### src/hw/tec_pkg.sv
// constants for the timer and external interrupt control register
//
// How it works
// - second timer overflow (upper byte overflow in split mode) sets bit 7, vectoring clears
// - first timer overflow sets bit 5, vectoring clears
// - bit 6 runs or stops second timer
// - bit 4 runs or stops first timer
// - bit 3 pends second input; vector clears edge
// - bit 1 pends first input; vector clears edge
// - bit 2: second input level 0, edge 1
// - bit 0: first input level 0, edge 1
// - polarity bit applied before edge/level detection
// - count when run and (no gate or active)
// - split mode: upper byte uses second run bit
// - run bit never clears or reloads count
package tec_pkg;
   // ****************************************************************
   // register offsets
   // ****************************************************************
   localparam logic [3:0] ADDR_CONTROL  = 4'h0;
   localparam logic [3:0] ADDR_IRQ_STAT = 4'h1;
   localparam logic [3:0] ADDR_IRQ_MASK = 4'h2;
   localparam logic [3:0] ADDR_AUX_CFG  = 4'h3;
   // ****************************************************************
   // control field positions
   // ****************************************************************
   localparam int BIT_T1_OVF  = 7;
   localparam int BIT_T1_RUN  = 6;
   localparam int BIT_T0_OVF  = 5;
   localparam int BIT_T0_RUN  = 4;
   localparam int BIT_X1_PEND = 3;
   localparam int BIT_X1_EDGE = 2;
   localparam int BIT_X0_PEND = 1;
   localparam int BIT_X0_EDGE = 0;
   // ****************************************************************
   // auxiliary config: polarity, gate, split mode
   // ****************************************************************
   localparam int AUX_POL0  = 0;
   localparam int AUX_POL1  = 1;
   localparam int AUX_FIRST_TIMER_GATE_CONTROL = 2;
   localparam int AUX_GATE1 = 3;
   localparam int AUX_SPLIT = 4;
   // ****************************************************************
   // reset values
   // ****************************************************************
   localparam logic [7:0] RST_CONTROL = 8'h00;
   localparam logic [7:0] RST_IRQ     = 8'h00;
   localparam logic [7:0] RST_AUX     = 8'h00;
   localparam logic [7:0] AUX_MASK    = 8'h1F;
endpackage

### src/hw/tec_top.sv
// timer and external interrupt control register with event sources
//
// Our own choices: strobed register access and the register offsets.
`timescale 1ns/1ps
module tec_top (
   // clock and reset
   input  wire logic       CLOCK,
   input  wire logic       RESET_N,
   // register port
   input  wire logic [3:0] ADDR,
   input  wire logic [7:0] WDATA,
   input  wire logic       WR,
   input  wire logic       RD,
   output logic      [7:0] RDATA,
   // timer engine events
   input  wire logic       FIRST_TIMER_OVERFLOW,
   input  wire logic       SECOND_TIMER_OVERFLOW,
   input  wire logic       UPPER_BYTE_OVERFLOW,
   // vectoring acknowledges, one cycle
   input  wire logic       VEC_FIRST_TIMER,
   input  wire logic       VEC_SECOND_TIMER,
   input  wire logic       VEC_FIRST_EXT,
   input  wire logic       VEC_SECOND_EXT,
   // external inputs
   input  wire logic       FIRST_EXT_IRQ_INPUT,
   input  wire logic       SECOND_EXT_IRQ_INPUT,
   // counting enables to the timer engines
   output logic            FIRST_TIMER_COUNT_EN,
   output logic            SECOND_TIMER_COUNT_EN,
   output logic            UPPER_BYTE_COUNT_EN,
   // interrupt requests
   output logic            FIRST_TIMER_IRQ,
   output logic            SECOND_TIMER_IRQ,
   output logic            FIRST_EXT_IRQ,
   output logic            SECOND_EXT_IRQ,
   output logic            IRQ
);
   // ****************************************************************
   // storage
   // ****************************************************************
   logic [7:0] timer_and_ext_irq_control_q;
   logic [7:0] irq_stat_q;
   logic [7:0] irq_mask_q;
   logic [7:0] aux_q;
   logic [7:0] rdata_q;
   logic       wr_ctl;
   logic       wr_stat;
   logic       x0_active;
   logic       x1_active;
   logic       x0_set;
   logic       x1_set;
   logic       t0_set;
   logic       t1_set;
   logic [7:0] hw_set;
   logic [7:0] hw_clr;
   logic [7:0] events;

   assign wr_ctl  = WR && (ADDR == tec_pkg::ADDR_CONTROL);
   assign wr_stat = WR && (ADDR == tec_pkg::ADDR_IRQ_STAT);

   // ****************************************************************
   // external input detectors
   // ****************************************************************
   tec_ext_det u_det0 (
      .CLOCK     (CLOCK),
      .RESET_N   (RESET_N),
      .PIN       (FIRST_EXT_IRQ_INPUT),
      .POLARITY  (aux_q[tec_pkg::AUX_POL0]),
      .EDGE_MODE (timer_and_ext_irq_control_q[tec_pkg::BIT_X0_EDGE]),
      .ACTIVE    (x0_active),
      .SET_PULSE (x0_set)
   );

   tec_ext_det u_det1 (
      .CLOCK     (CLOCK),
      .RESET_N   (RESET_N),
      .PIN       (SECOND_EXT_IRQ_INPUT),
      .POLARITY  (aux_q[tec_pkg::AUX_POL1]),
      .EDGE_MODE (timer_and_ext_irq_control_q[tec_pkg::BIT_X1_EDGE]),
      .ACTIVE    (x1_active),
      .SET_PULSE (x1_set)
   );

   // ****************************************************************
   // hardware set and clear terms per control bit
   // ****************************************************************
   // in split mode the upper byte owns the second overflow flag
   assign t1_set = aux_q[tec_pkg::AUX_SPLIT] ? UPPER_BYTE_OVERFLOW
                                             : SECOND_TIMER_OVERFLOW;
   assign t0_set = FIRST_TIMER_OVERFLOW;

   // set and vector-clear vectors in control bit layout
   always_comb begin
      hw_set = 8'h00;
      hw_clr = 8'h00;
      hw_set[tec_pkg::BIT_T1_OVF]  = t1_set;
      hw_set[tec_pkg::BIT_T0_OVF]  = t0_set;
      hw_set[tec_pkg::BIT_X1_PEND] = x1_set;
      hw_set[tec_pkg::BIT_X0_PEND] = x0_set;
      hw_clr[tec_pkg::BIT_T1_OVF]  = VEC_SECOND_TIMER;
      hw_clr[tec_pkg::BIT_T0_OVF]  = VEC_FIRST_TIMER;
      // level mode sets the flag every cycle the pin is active, vector leaves it
      hw_clr[tec_pkg::BIT_X1_PEND] = VEC_SECOND_EXT &
         timer_and_ext_irq_control_q[tec_pkg::BIT_X1_EDGE];
      hw_clr[tec_pkg::BIT_X0_PEND] = VEC_FIRST_EXT &
         timer_and_ext_irq_control_q[tec_pkg::BIT_X0_EDGE];
   end

   // ****************************************************************
   // control register: one flop per bit, set beats every clear
   // ****************************************************************
   generate
      for (genvar i = 0; i < 8; i++) begin : g_bit
         always_ff @(posedge CLOCK) begin
            if (!RESET_N) begin
               timer_and_ext_irq_control_q[i] <= tec_pkg::RST_CONTROL[i];
            end else if (hw_set[i]) begin
               timer_and_ext_irq_control_q[i] <= 1'b1;
            end else if (wr_ctl) begin
               timer_and_ext_irq_control_q[i] <= WDATA[i];
            end else if (hw_clr[i]) begin
               timer_and_ext_irq_control_q[i] <= 1'b0;
            end
         end
      end
   endgenerate

   // ****************************************************************
   // counting enables
   // ****************************************************************
   // enables only gate counting; the count itself is never touched here
   assign FIRST_TIMER_COUNT_EN =
      timer_and_ext_irq_control_q[tec_pkg::BIT_T0_RUN] &
      (~aux_q[tec_pkg::AUX_FIRST_TIMER_GATE_CONTROL] | x0_active);
   assign SECOND_TIMER_COUNT_EN =
      timer_and_ext_irq_control_q[tec_pkg::BIT_T1_RUN] &
      (~aux_q[tec_pkg::AUX_GATE1] | x1_active);
   assign UPPER_BYTE_COUNT_EN = aux_q[tec_pkg::AUX_SPLIT] &
      timer_and_ext_irq_control_q[tec_pkg::BIT_T1_RUN];

   // ****************************************************************
   // interrupt requests to the vectoring logic
   // ****************************************************************
   assign FIRST_TIMER_IRQ  = timer_and_ext_irq_control_q[tec_pkg::BIT_T0_OVF];
   assign SECOND_TIMER_IRQ = timer_and_ext_irq_control_q[tec_pkg::BIT_T1_OVF];
   assign FIRST_EXT_IRQ    = timer_and_ext_irq_control_q[tec_pkg::BIT_X0_PEND];
   assign SECOND_EXT_IRQ   = timer_and_ext_irq_control_q[tec_pkg::BIT_X1_PEND];

   // ****************************************************************
   // sticky event status, mask and summary interrupt
   // ****************************************************************
   // status uses control bit layout; only flag positions ever set
   assign events = hw_set;

   // write one clears, but a same-cycle event keeps the bit
   always_ff @(posedge CLOCK) begin
      if (!RESET_N) begin
         irq_stat_q <= tec_pkg::RST_IRQ;
      end else begin
         irq_stat_q <= events |
            (irq_stat_q & ~(wr_stat ? WDATA : 8'h00));
      end
   end

   // mask register
   always_ff @(posedge CLOCK) begin
      if (!RESET_N) begin
         irq_mask_q <= tec_pkg::RST_IRQ;
      end else if (WR && (ADDR == tec_pkg::ADDR_IRQ_MASK)) begin
         irq_mask_q <= WDATA;
      end
   end

   assign IRQ = |(irq_stat_q & irq_mask_q);

   // auxiliary configuration: polarity, gate and split mode
   always_ff @(posedge CLOCK) begin
      if (!RESET_N) begin
         aux_q <= tec_pkg::RST_AUX;
      end else if (WR && (ADDR == tec_pkg::ADDR_AUX_CFG)) begin
         aux_q <= WDATA & tec_pkg::AUX_MASK;
      end
   end

   // ****************************************************************
   // read port: data one cycle after the strobe, zero elsewhere
   // ****************************************************************
   always_ff @(posedge CLOCK) begin
      if (!RESET_N) begin
         rdata_q <= 8'h00;
      end else if (RD) begin
         case (ADDR)
            tec_pkg::ADDR_CONTROL:  rdata_q <= timer_and_ext_irq_control_q;
            tec_pkg::ADDR_IRQ_STAT: rdata_q <= irq_stat_q;
            tec_pkg::ADDR_IRQ_MASK: rdata_q <= irq_mask_q;
            tec_pkg::ADDR_AUX_CFG:  rdata_q <= aux_q;
            default:                rdata_q <= 8'h00; // unmapped reads zero
         endcase
      end else begin
         rdata_q <= 8'h00;
      end
   end

   assign RDATA = rdata_q;

   // ****************************************************************
   // checks
   // ****************************************************************
   second_ovf_set_a: assert property (@(posedge CLOCK) disable iff (!RESET_N)
      t1_set |=> timer_and_ext_irq_control_q[tec_pkg::BIT_T1_OVF])
      else $error("second overflow flag not set");

   first_ovf_vec_a: assert property (@(posedge CLOCK) disable iff (!RESET_N)
      (VEC_FIRST_TIMER && !t0_set && !wr_ctl)
      |=> !timer_and_ext_irq_control_q[tec_pkg::BIT_T0_OVF])
      else $error("first overflow flag not cleared by vector");

   second_run_en_a: assert property (@(posedge CLOCK) disable iff (!RESET_N)
      !timer_and_ext_irq_control_q[tec_pkg::BIT_T1_RUN]
      |-> !SECOND_TIMER_COUNT_EN)
      else $error("second timer counts while stopped");

   first_run_en_a: assert property (@(posedge CLOCK) disable iff (!RESET_N)
      (timer_and_ext_irq_control_q[tec_pkg::BIT_T0_RUN] &&
       !aux_q[tec_pkg::AUX_FIRST_TIMER_GATE_CONTROL]) |-> FIRST_TIMER_COUNT_EN)
      else $error("first timer not counting while run");

   level_keep_a: assert property (@(posedge CLOCK) disable iff (!RESET_N)
      (!timer_and_ext_irq_control_q[tec_pkg::BIT_X1_EDGE] &&
       timer_and_ext_irq_control_q[tec_pkg::BIT_X1_PEND] &&
       VEC_SECOND_EXT && !wr_ctl)
      |=> timer_and_ext_irq_control_q[tec_pkg::BIT_X1_PEND])
      else $error("level pending cleared by vector");

   edge_once_a: assert property (@(posedge CLOCK) disable iff (!RESET_N)
      (timer_and_ext_irq_control_q[tec_pkg::BIT_X0_EDGE] &&
       $past(x0_active) && x0_active) |-> !x0_set)
      else $error("edge mode sets without an edge");

   gate_block_a: assert property (@(posedge CLOCK) disable iff (!RESET_N)
      (aux_q[tec_pkg::AUX_GATE1] && !x1_active)
      |-> !SECOND_TIMER_COUNT_EN)
      else $error("gated timer counts while input inactive");

   split_flag_a: assert property (@(posedge CLOCK) disable iff (!RESET_N)
      (aux_q[tec_pkg::AUX_SPLIT] && UPPER_BYTE_OVERFLOW)
      |=> timer_and_ext_irq_control_q[tec_pkg::BIT_T1_OVF])
      else $error("upper byte overflow lost");

   set_wins_a: assert property (@(posedge CLOCK) disable iff (!RESET_N)
      (t0_set && wr_stat) |=> irq_stat_q[tec_pkg::BIT_T0_OVF])
      else $error("status event lost to clear");

   level_repend_a: assert property (@(posedge CLOCK) disable iff (!RESET_N)
      (!timer_and_ext_irq_control_q[tec_pkg::BIT_X0_EDGE] && x0_active)
      |=> timer_and_ext_irq_control_q[tec_pkg::BIT_X0_PEND])
      else $error("level input did not pend");

   run_write_a: assert property (@(posedge CLOCK) disable iff (!RESET_N)
      wr_ctl |=> (timer_and_ext_irq_control_q[tec_pkg::BIT_T0_RUN] ==
                  $past(WDATA[tec_pkg::BIT_T0_RUN])))
      else $error("run bit write did not land");

   cov_ovf_c: cover property (@(posedge CLOCK) disable iff (!RESET_N)
      t0_set ##1 IRQ);
   cov_edge_c: cover property (@(posedge CLOCK) disable iff (!RESET_N)
      x1_set ##[1:4] VEC_SECOND_EXT);
   cov_split_c: cover property (@(posedge CLOCK) disable iff (!RESET_N)
      aux_q[tec_pkg::AUX_SPLIT] && UPPER_BYTE_OVERFLOW);
endmodule

### src/hw/tec_ext_det.sv
// one external interrupt input detector: polarity then edge or level
`timescale 1ns/1ps
module tec_ext_det (
   // clock and reset
   input  wire logic CLOCK,
   input  wire logic RESET_N,
   // pin and configuration
   input  wire logic PIN,
   input  wire logic POLARITY,
   input  wire logic EDGE_MODE,
   // results
   output logic      ACTIVE,
   output logic      SET_PULSE
);
   logic prev_q;

   // polarity applied first so both detectors see the active sense
   assign ACTIVE = (PIN == POLARITY);

   // previous active level for edge detection
   always_ff @(posedge CLOCK) begin
      if (!RESET_N) begin
         prev_q <= 1'b0;
      end else begin
         prev_q <= ACTIVE;
      end
   end

   // level mode sets every cycle while active; edge only on onset
   assign SET_PULSE = EDGE_MODE ? (ACTIVE & ~prev_q) : ACTIVE;
endmodule

### config.mk
export PLATFORM = sky130hd
export DESIGN_NAME = tec_top
export DESIGN_NICKNAME = d
export VERILOG_FILES = /design/src/hw/tec_pkg.sv /design/src/hw/tec_top.sv /design/src/hw/tec_ext_det.sv
export SDC_FILE = /design/constraint.sdc
export NUM_CORES = 1
export LEC_CHECK = 0
export BUFFER_PORTS_ARGS = -buffer_cell sky130_fd_sc_hd__buf_4
export CAP_MARGIN = 20
export CORE_MARGIN = 3
export CORE_UTILIZATION = 50
export DETAILED_ROUTE_END_ITERATION = 8
export PLACE_DENSITY = 0.75
export SETUP_SLACK_MARGIN = 0.2
export SYNTH_ARGS = -nofsm -noshare
export SYNTH_HDL_FRONTEND = slang
export SYNTH_HIERARCHICAL = 1
export SYNTH_SLANG_ARGS = --single-unit
### constraint.sdc
create_clock -name CLOCK -period 1.9 [get_ports CLOCK]
set_input_delay 0.285 -clock CLOCK [delete_from_list [all_inputs] [get_ports CLOCK]]
set_output_delay 0.285 -clock CLOCK [all_outputs]
set_load 0.02 [all_outputs]
==> results.sh <==
export IMPL_syn_avg_cell_area_um2=9.11
export IMPL_wl_per_cell_um=16.6
export IMPL_synth_fp_nets=211
export IMPL_clockRootBuffer="clkbuf_4"
export IMPL_status="finished clean"
export IMPL_antenna_found_initial=0
export IMPL_setup_violations=0
export IMPL_place_inst=264
export IMPL_drt_pass1_iter_count=4
export IMPL_hold_end="irq_stat_q[6]$_SDFF_PN0_"
export IMPL_r2r_end="FIRST_EXT_IRQ$_SDFFE_PN0P_"
export IMPL_die_w_um=64.2
export IMPL_slowest_delay_ns=0.40
export IMPL_routed_wl_um=4520
export IMPL_grt_pass1_wl_um=7530
export IMPL_cp_data_arrival_time_ns=1.32
export IMPL_yosys_register_bits=39
export IMPL_hold_buffers=0
export IMPL_insertion_delay_ns=0.36
export IMPL_diodes=0
export IMPL_setup_slack_ns=0.293
export IMPL_grt_busiest_layer="met2"
export IMPL_met1_usage=0.291
export IMPL_required_ns=1.62
export IMPL_netlist_area_um2=1690
export IMPL_skew_ns=0.0101
export IMPL_yosys_warnings=6
export IMPL_place_area_um2=2040
export IMPL_ant_nets=0
export IMPL_r2r_start="aux_q[0]$_SDFFE_PN0P_"
export IMPL_htree_levels=2
export IMPL_cts_buffer_depth=2
export IMPL_power_leakage_nw=0.828
export IMPL_core_um2=3150
export IMPL_period_needed_ns=1.61
export IMPL_crit_path_cell_trace="xnor2_2 > inv_1 > a21boi_0 > buf_4"
export IMPL_place_congestion=0.803
export IMPL_grt_pass1_vias=1608
export IMPL_drive_above_1_share=0.294
export IMPL_max_freq_mhz=622
export IMPL_maxCapViolations=0
export IMPL_vias_per_cell=5.84
export IMPL_cts_tree="yes"
export IMPL_hp_start="WDATA[6]"
export IMPL_hold_viol_final=0
export IMPL_dp_slack_ns=0.199
export IMPL_end_kind="output port"
export IMPL_cts_made_buffers=5
export IMPL_tightest_slew_ns=0.681
export IMPL_drt_iter0_markers=150
export IMPL_criticalPathCategory="reg2out"
export IMPL_drc=0
export IMPL_clkTransAtPathRegs_ns=0.11
export IMPL_timing_final_crit_share=0.846
export IMPL_pin_count=41
export IMPL_stdcell_count=272
export IMPL_path_max_fanout=3
export IMPL_die_h_um=64.2
export IMPL_grtUsageMet3=0.0562
export IMPL_reg2regPathDepth=4
export IMPL_grt_max_degree=31
export IMPL_vias=1588
export IMPL_synth_cell_type_count=29
export IMPL_hpwl_um=3110
export IMPL_powerDensity_nw_per_um2=719
export IMPL_hold_class="in2reg"
export IMPL_relSlewSlack=0.545
export IMPL_slew_violations=0
export IMPL_syn2layout_area_growth_pct=25.3
export IMPL_syn_inst=186
export IMPL_fin_nets=252
export IMPL_num_rows=20
export IMPL_finalSetupTns_ns=0
export IMPL_dieArea_um2=4120
export IMPL_peakVddDrop_uv=519
export IMPL_reg2reg_slack_ns=0.50
export IMPL_postLayoutCellArea_um2=2120
export IMPL_min_delay_path_depth=2
export IMPL_startpoint_type="flop"
export IMPL_initial_core_util=0.537
export IMPL_rsz0062_at_grt="true"
export IMPL_gr_total_overflow=0
export IMPL_cp_slowest_cell="dfxtp_1"
export IMPL_grtUsageTotal=0.237
export IMPL_ys_seq_area_frac=0.461
export IMPL_met2_usage=0.388
export IMPL_clock_sinks=39
export IMPL_port_buffers=40
export IMPL_fill_cells=286
per-stage QoR:
step / power [mW] / hold WS [ns] / utilization
4_1_cts: 1.53 / 0.106 / 0.669
5_1_grt: 1.60 / 0.100 / 0.673
2_1_floorplan: 0.962 / 0.372 / -
3_5_place_dp: 1.05 / 0.444 / 0.647
6_report: 1.53 / 0.113 / 0.673
3_3_place_gp: 1.05 / 0.433 / 0.647
kinds of logic after synthesis:
family          Yosys count  share of synthesized area
compound gates           66                      0.219
simple gates             51                      0.169
flops                    39                      0.461
buf+inv                  19                     0.0480
mux                       9                     0.0923
xor+xnor                  2                     0.0103
power by group:
part           switching, mW  total (mW)  internal (mW)
Clock                  0.272       0.490          0.218
Combinational         0.0968       0.184         0.0872
Sequential            0.0149       0.853          0.838
Total                  0.384        1.53           1.14
synthesized netlist by cell type:
cell	n	area, µm²
buf_1	1	3.75
a31oi_1	5	31.3
a21boi_0	4	30.0
a21oi_1	26	130
mux2i_1	1	10.0
nor2_1	3	11.3
nor4b_1	1	8.76
o21ai_0	23	115
clkbuf_1	8	30.0
and2_2	2	15.0
or4_1	2	15.0
a21boi_1	2	15.0
nand4bb_1	1	11.3
or4b_4	1	13.8
nand2_1	11	41.3
buf_6	1	11.3
and4bb_2	1	12.5
mux4_2	5	113
dfxtp_1	39	781
xnor2_1	2	17.5
and2_1	1	6.26
o311a_1	2	20.0
nand4_1	1	6.26
a22oi_1	4	30.0
nor2b_1	8	50.1
mux2_2	3	33.8
inv_1	7	26.3
buf_2	2	10.0
nand3_1	19	95.1
worst max-delay path by stage:
stage,startpoint,endpoint,cells after the start
finish,aux_q[1]$_SDFFE_PN0P_,SECOND_TIMER_COUNT_EN,4
global route,aux_q[1]$_SDFFE_PN0P_,SECOND_TIMER_COUNT_EN,4
CTS,aux_q[1]$_SDFFE_PN0P_,SECOND_TIMER_COUNT_EN,4
detailed placement,ADDR[1],SECOND_EXT_IRQ$_SDFFE_PN0P_,4
global placement,ADDR[1],SECOND_EXT_IRQ$_SDFFE_PN0P_,4
floorplan,ADDR[1],FIRST_EXT_IRQ$_SDFFE_PN0P_,4
cells in the final DEF (no fill, tap or decap), drive strengths merged:
master / count
or4b: 1
nand3: 19
a21oi: 26
dfxtp: 39
and4bb: 1
nand2: 11
xnor2: 2
nor2: 3
buf: 46
a31oi: 5
nand4bb: 1
inv: 7
or4: 2
o311a: 2
a21boi: 6
nor4b: 1
nand4: 1
and2: 3
mux2: 3
mux4: 5
mux2i: 1
clkbuf: 8
nor2b: 8
a22oi: 4
o21ai: 23
flip-flops by register name, indices dropped and copies added, names as in the netlist:
| signal | count |
|---|---|
| SECOND_TIMER_IRQ | 1 |
| timer_and_ext_irq_control_q | 4 |
| irq_stat_q | 8 |
| FIRST_TIMER_IRQ | 1 |
| FIRST_EXT_IRQ | 1 |
| u_det1/prev_q | 1 |
| RDATA | 8 |
| aux_q | 5 |
| SECOND_EXT_IRQ | 1 |
| irq_mask_q | 8 |
| u_det0/prev_q | 1 |
worst max-delay path, delay by kind of cell, from the launching register on:
family | cells | cell delay, ns
DFF | 1 | 0.40
buffers and inverters | 2 | 0.24
AOI/OAI and AO/OA | 1 | 0.19
xor gates and xnor gates | 1 | 0.14
cell type report:
| type | instances | area, µm² | area share |
|---|---|---|---|
| tap | 44 | 55.1 | 0.0259 |
| sequential | 39 | 781 | 0.368 |
| timing repair buffer | 46 | 345 | 0.163 |
| clock buffer | 8 | 68.8 | 0.0324 |
| multi-input combinational | 128 | 847 | 0.399 |
| inverter | 7 | 26.3 | 0.0124 |
metal layers:
layer  routed length, µm  vias to the layer above
met3                 378                        7
li1                    -                      760
met4                  79                        0
met2                2240                       74
met1                1820                      747
met5                   0                        -
repair_timing:
action | in CTS | in global routing
endpoints found under the hold margin | 0 | 0
setup buffers | 0 | 0
endpoints found under the setup margin | 0 | 2
gates resized for setup | 0 | 2
Note: power is estimated with default switching activity, not from simulation.
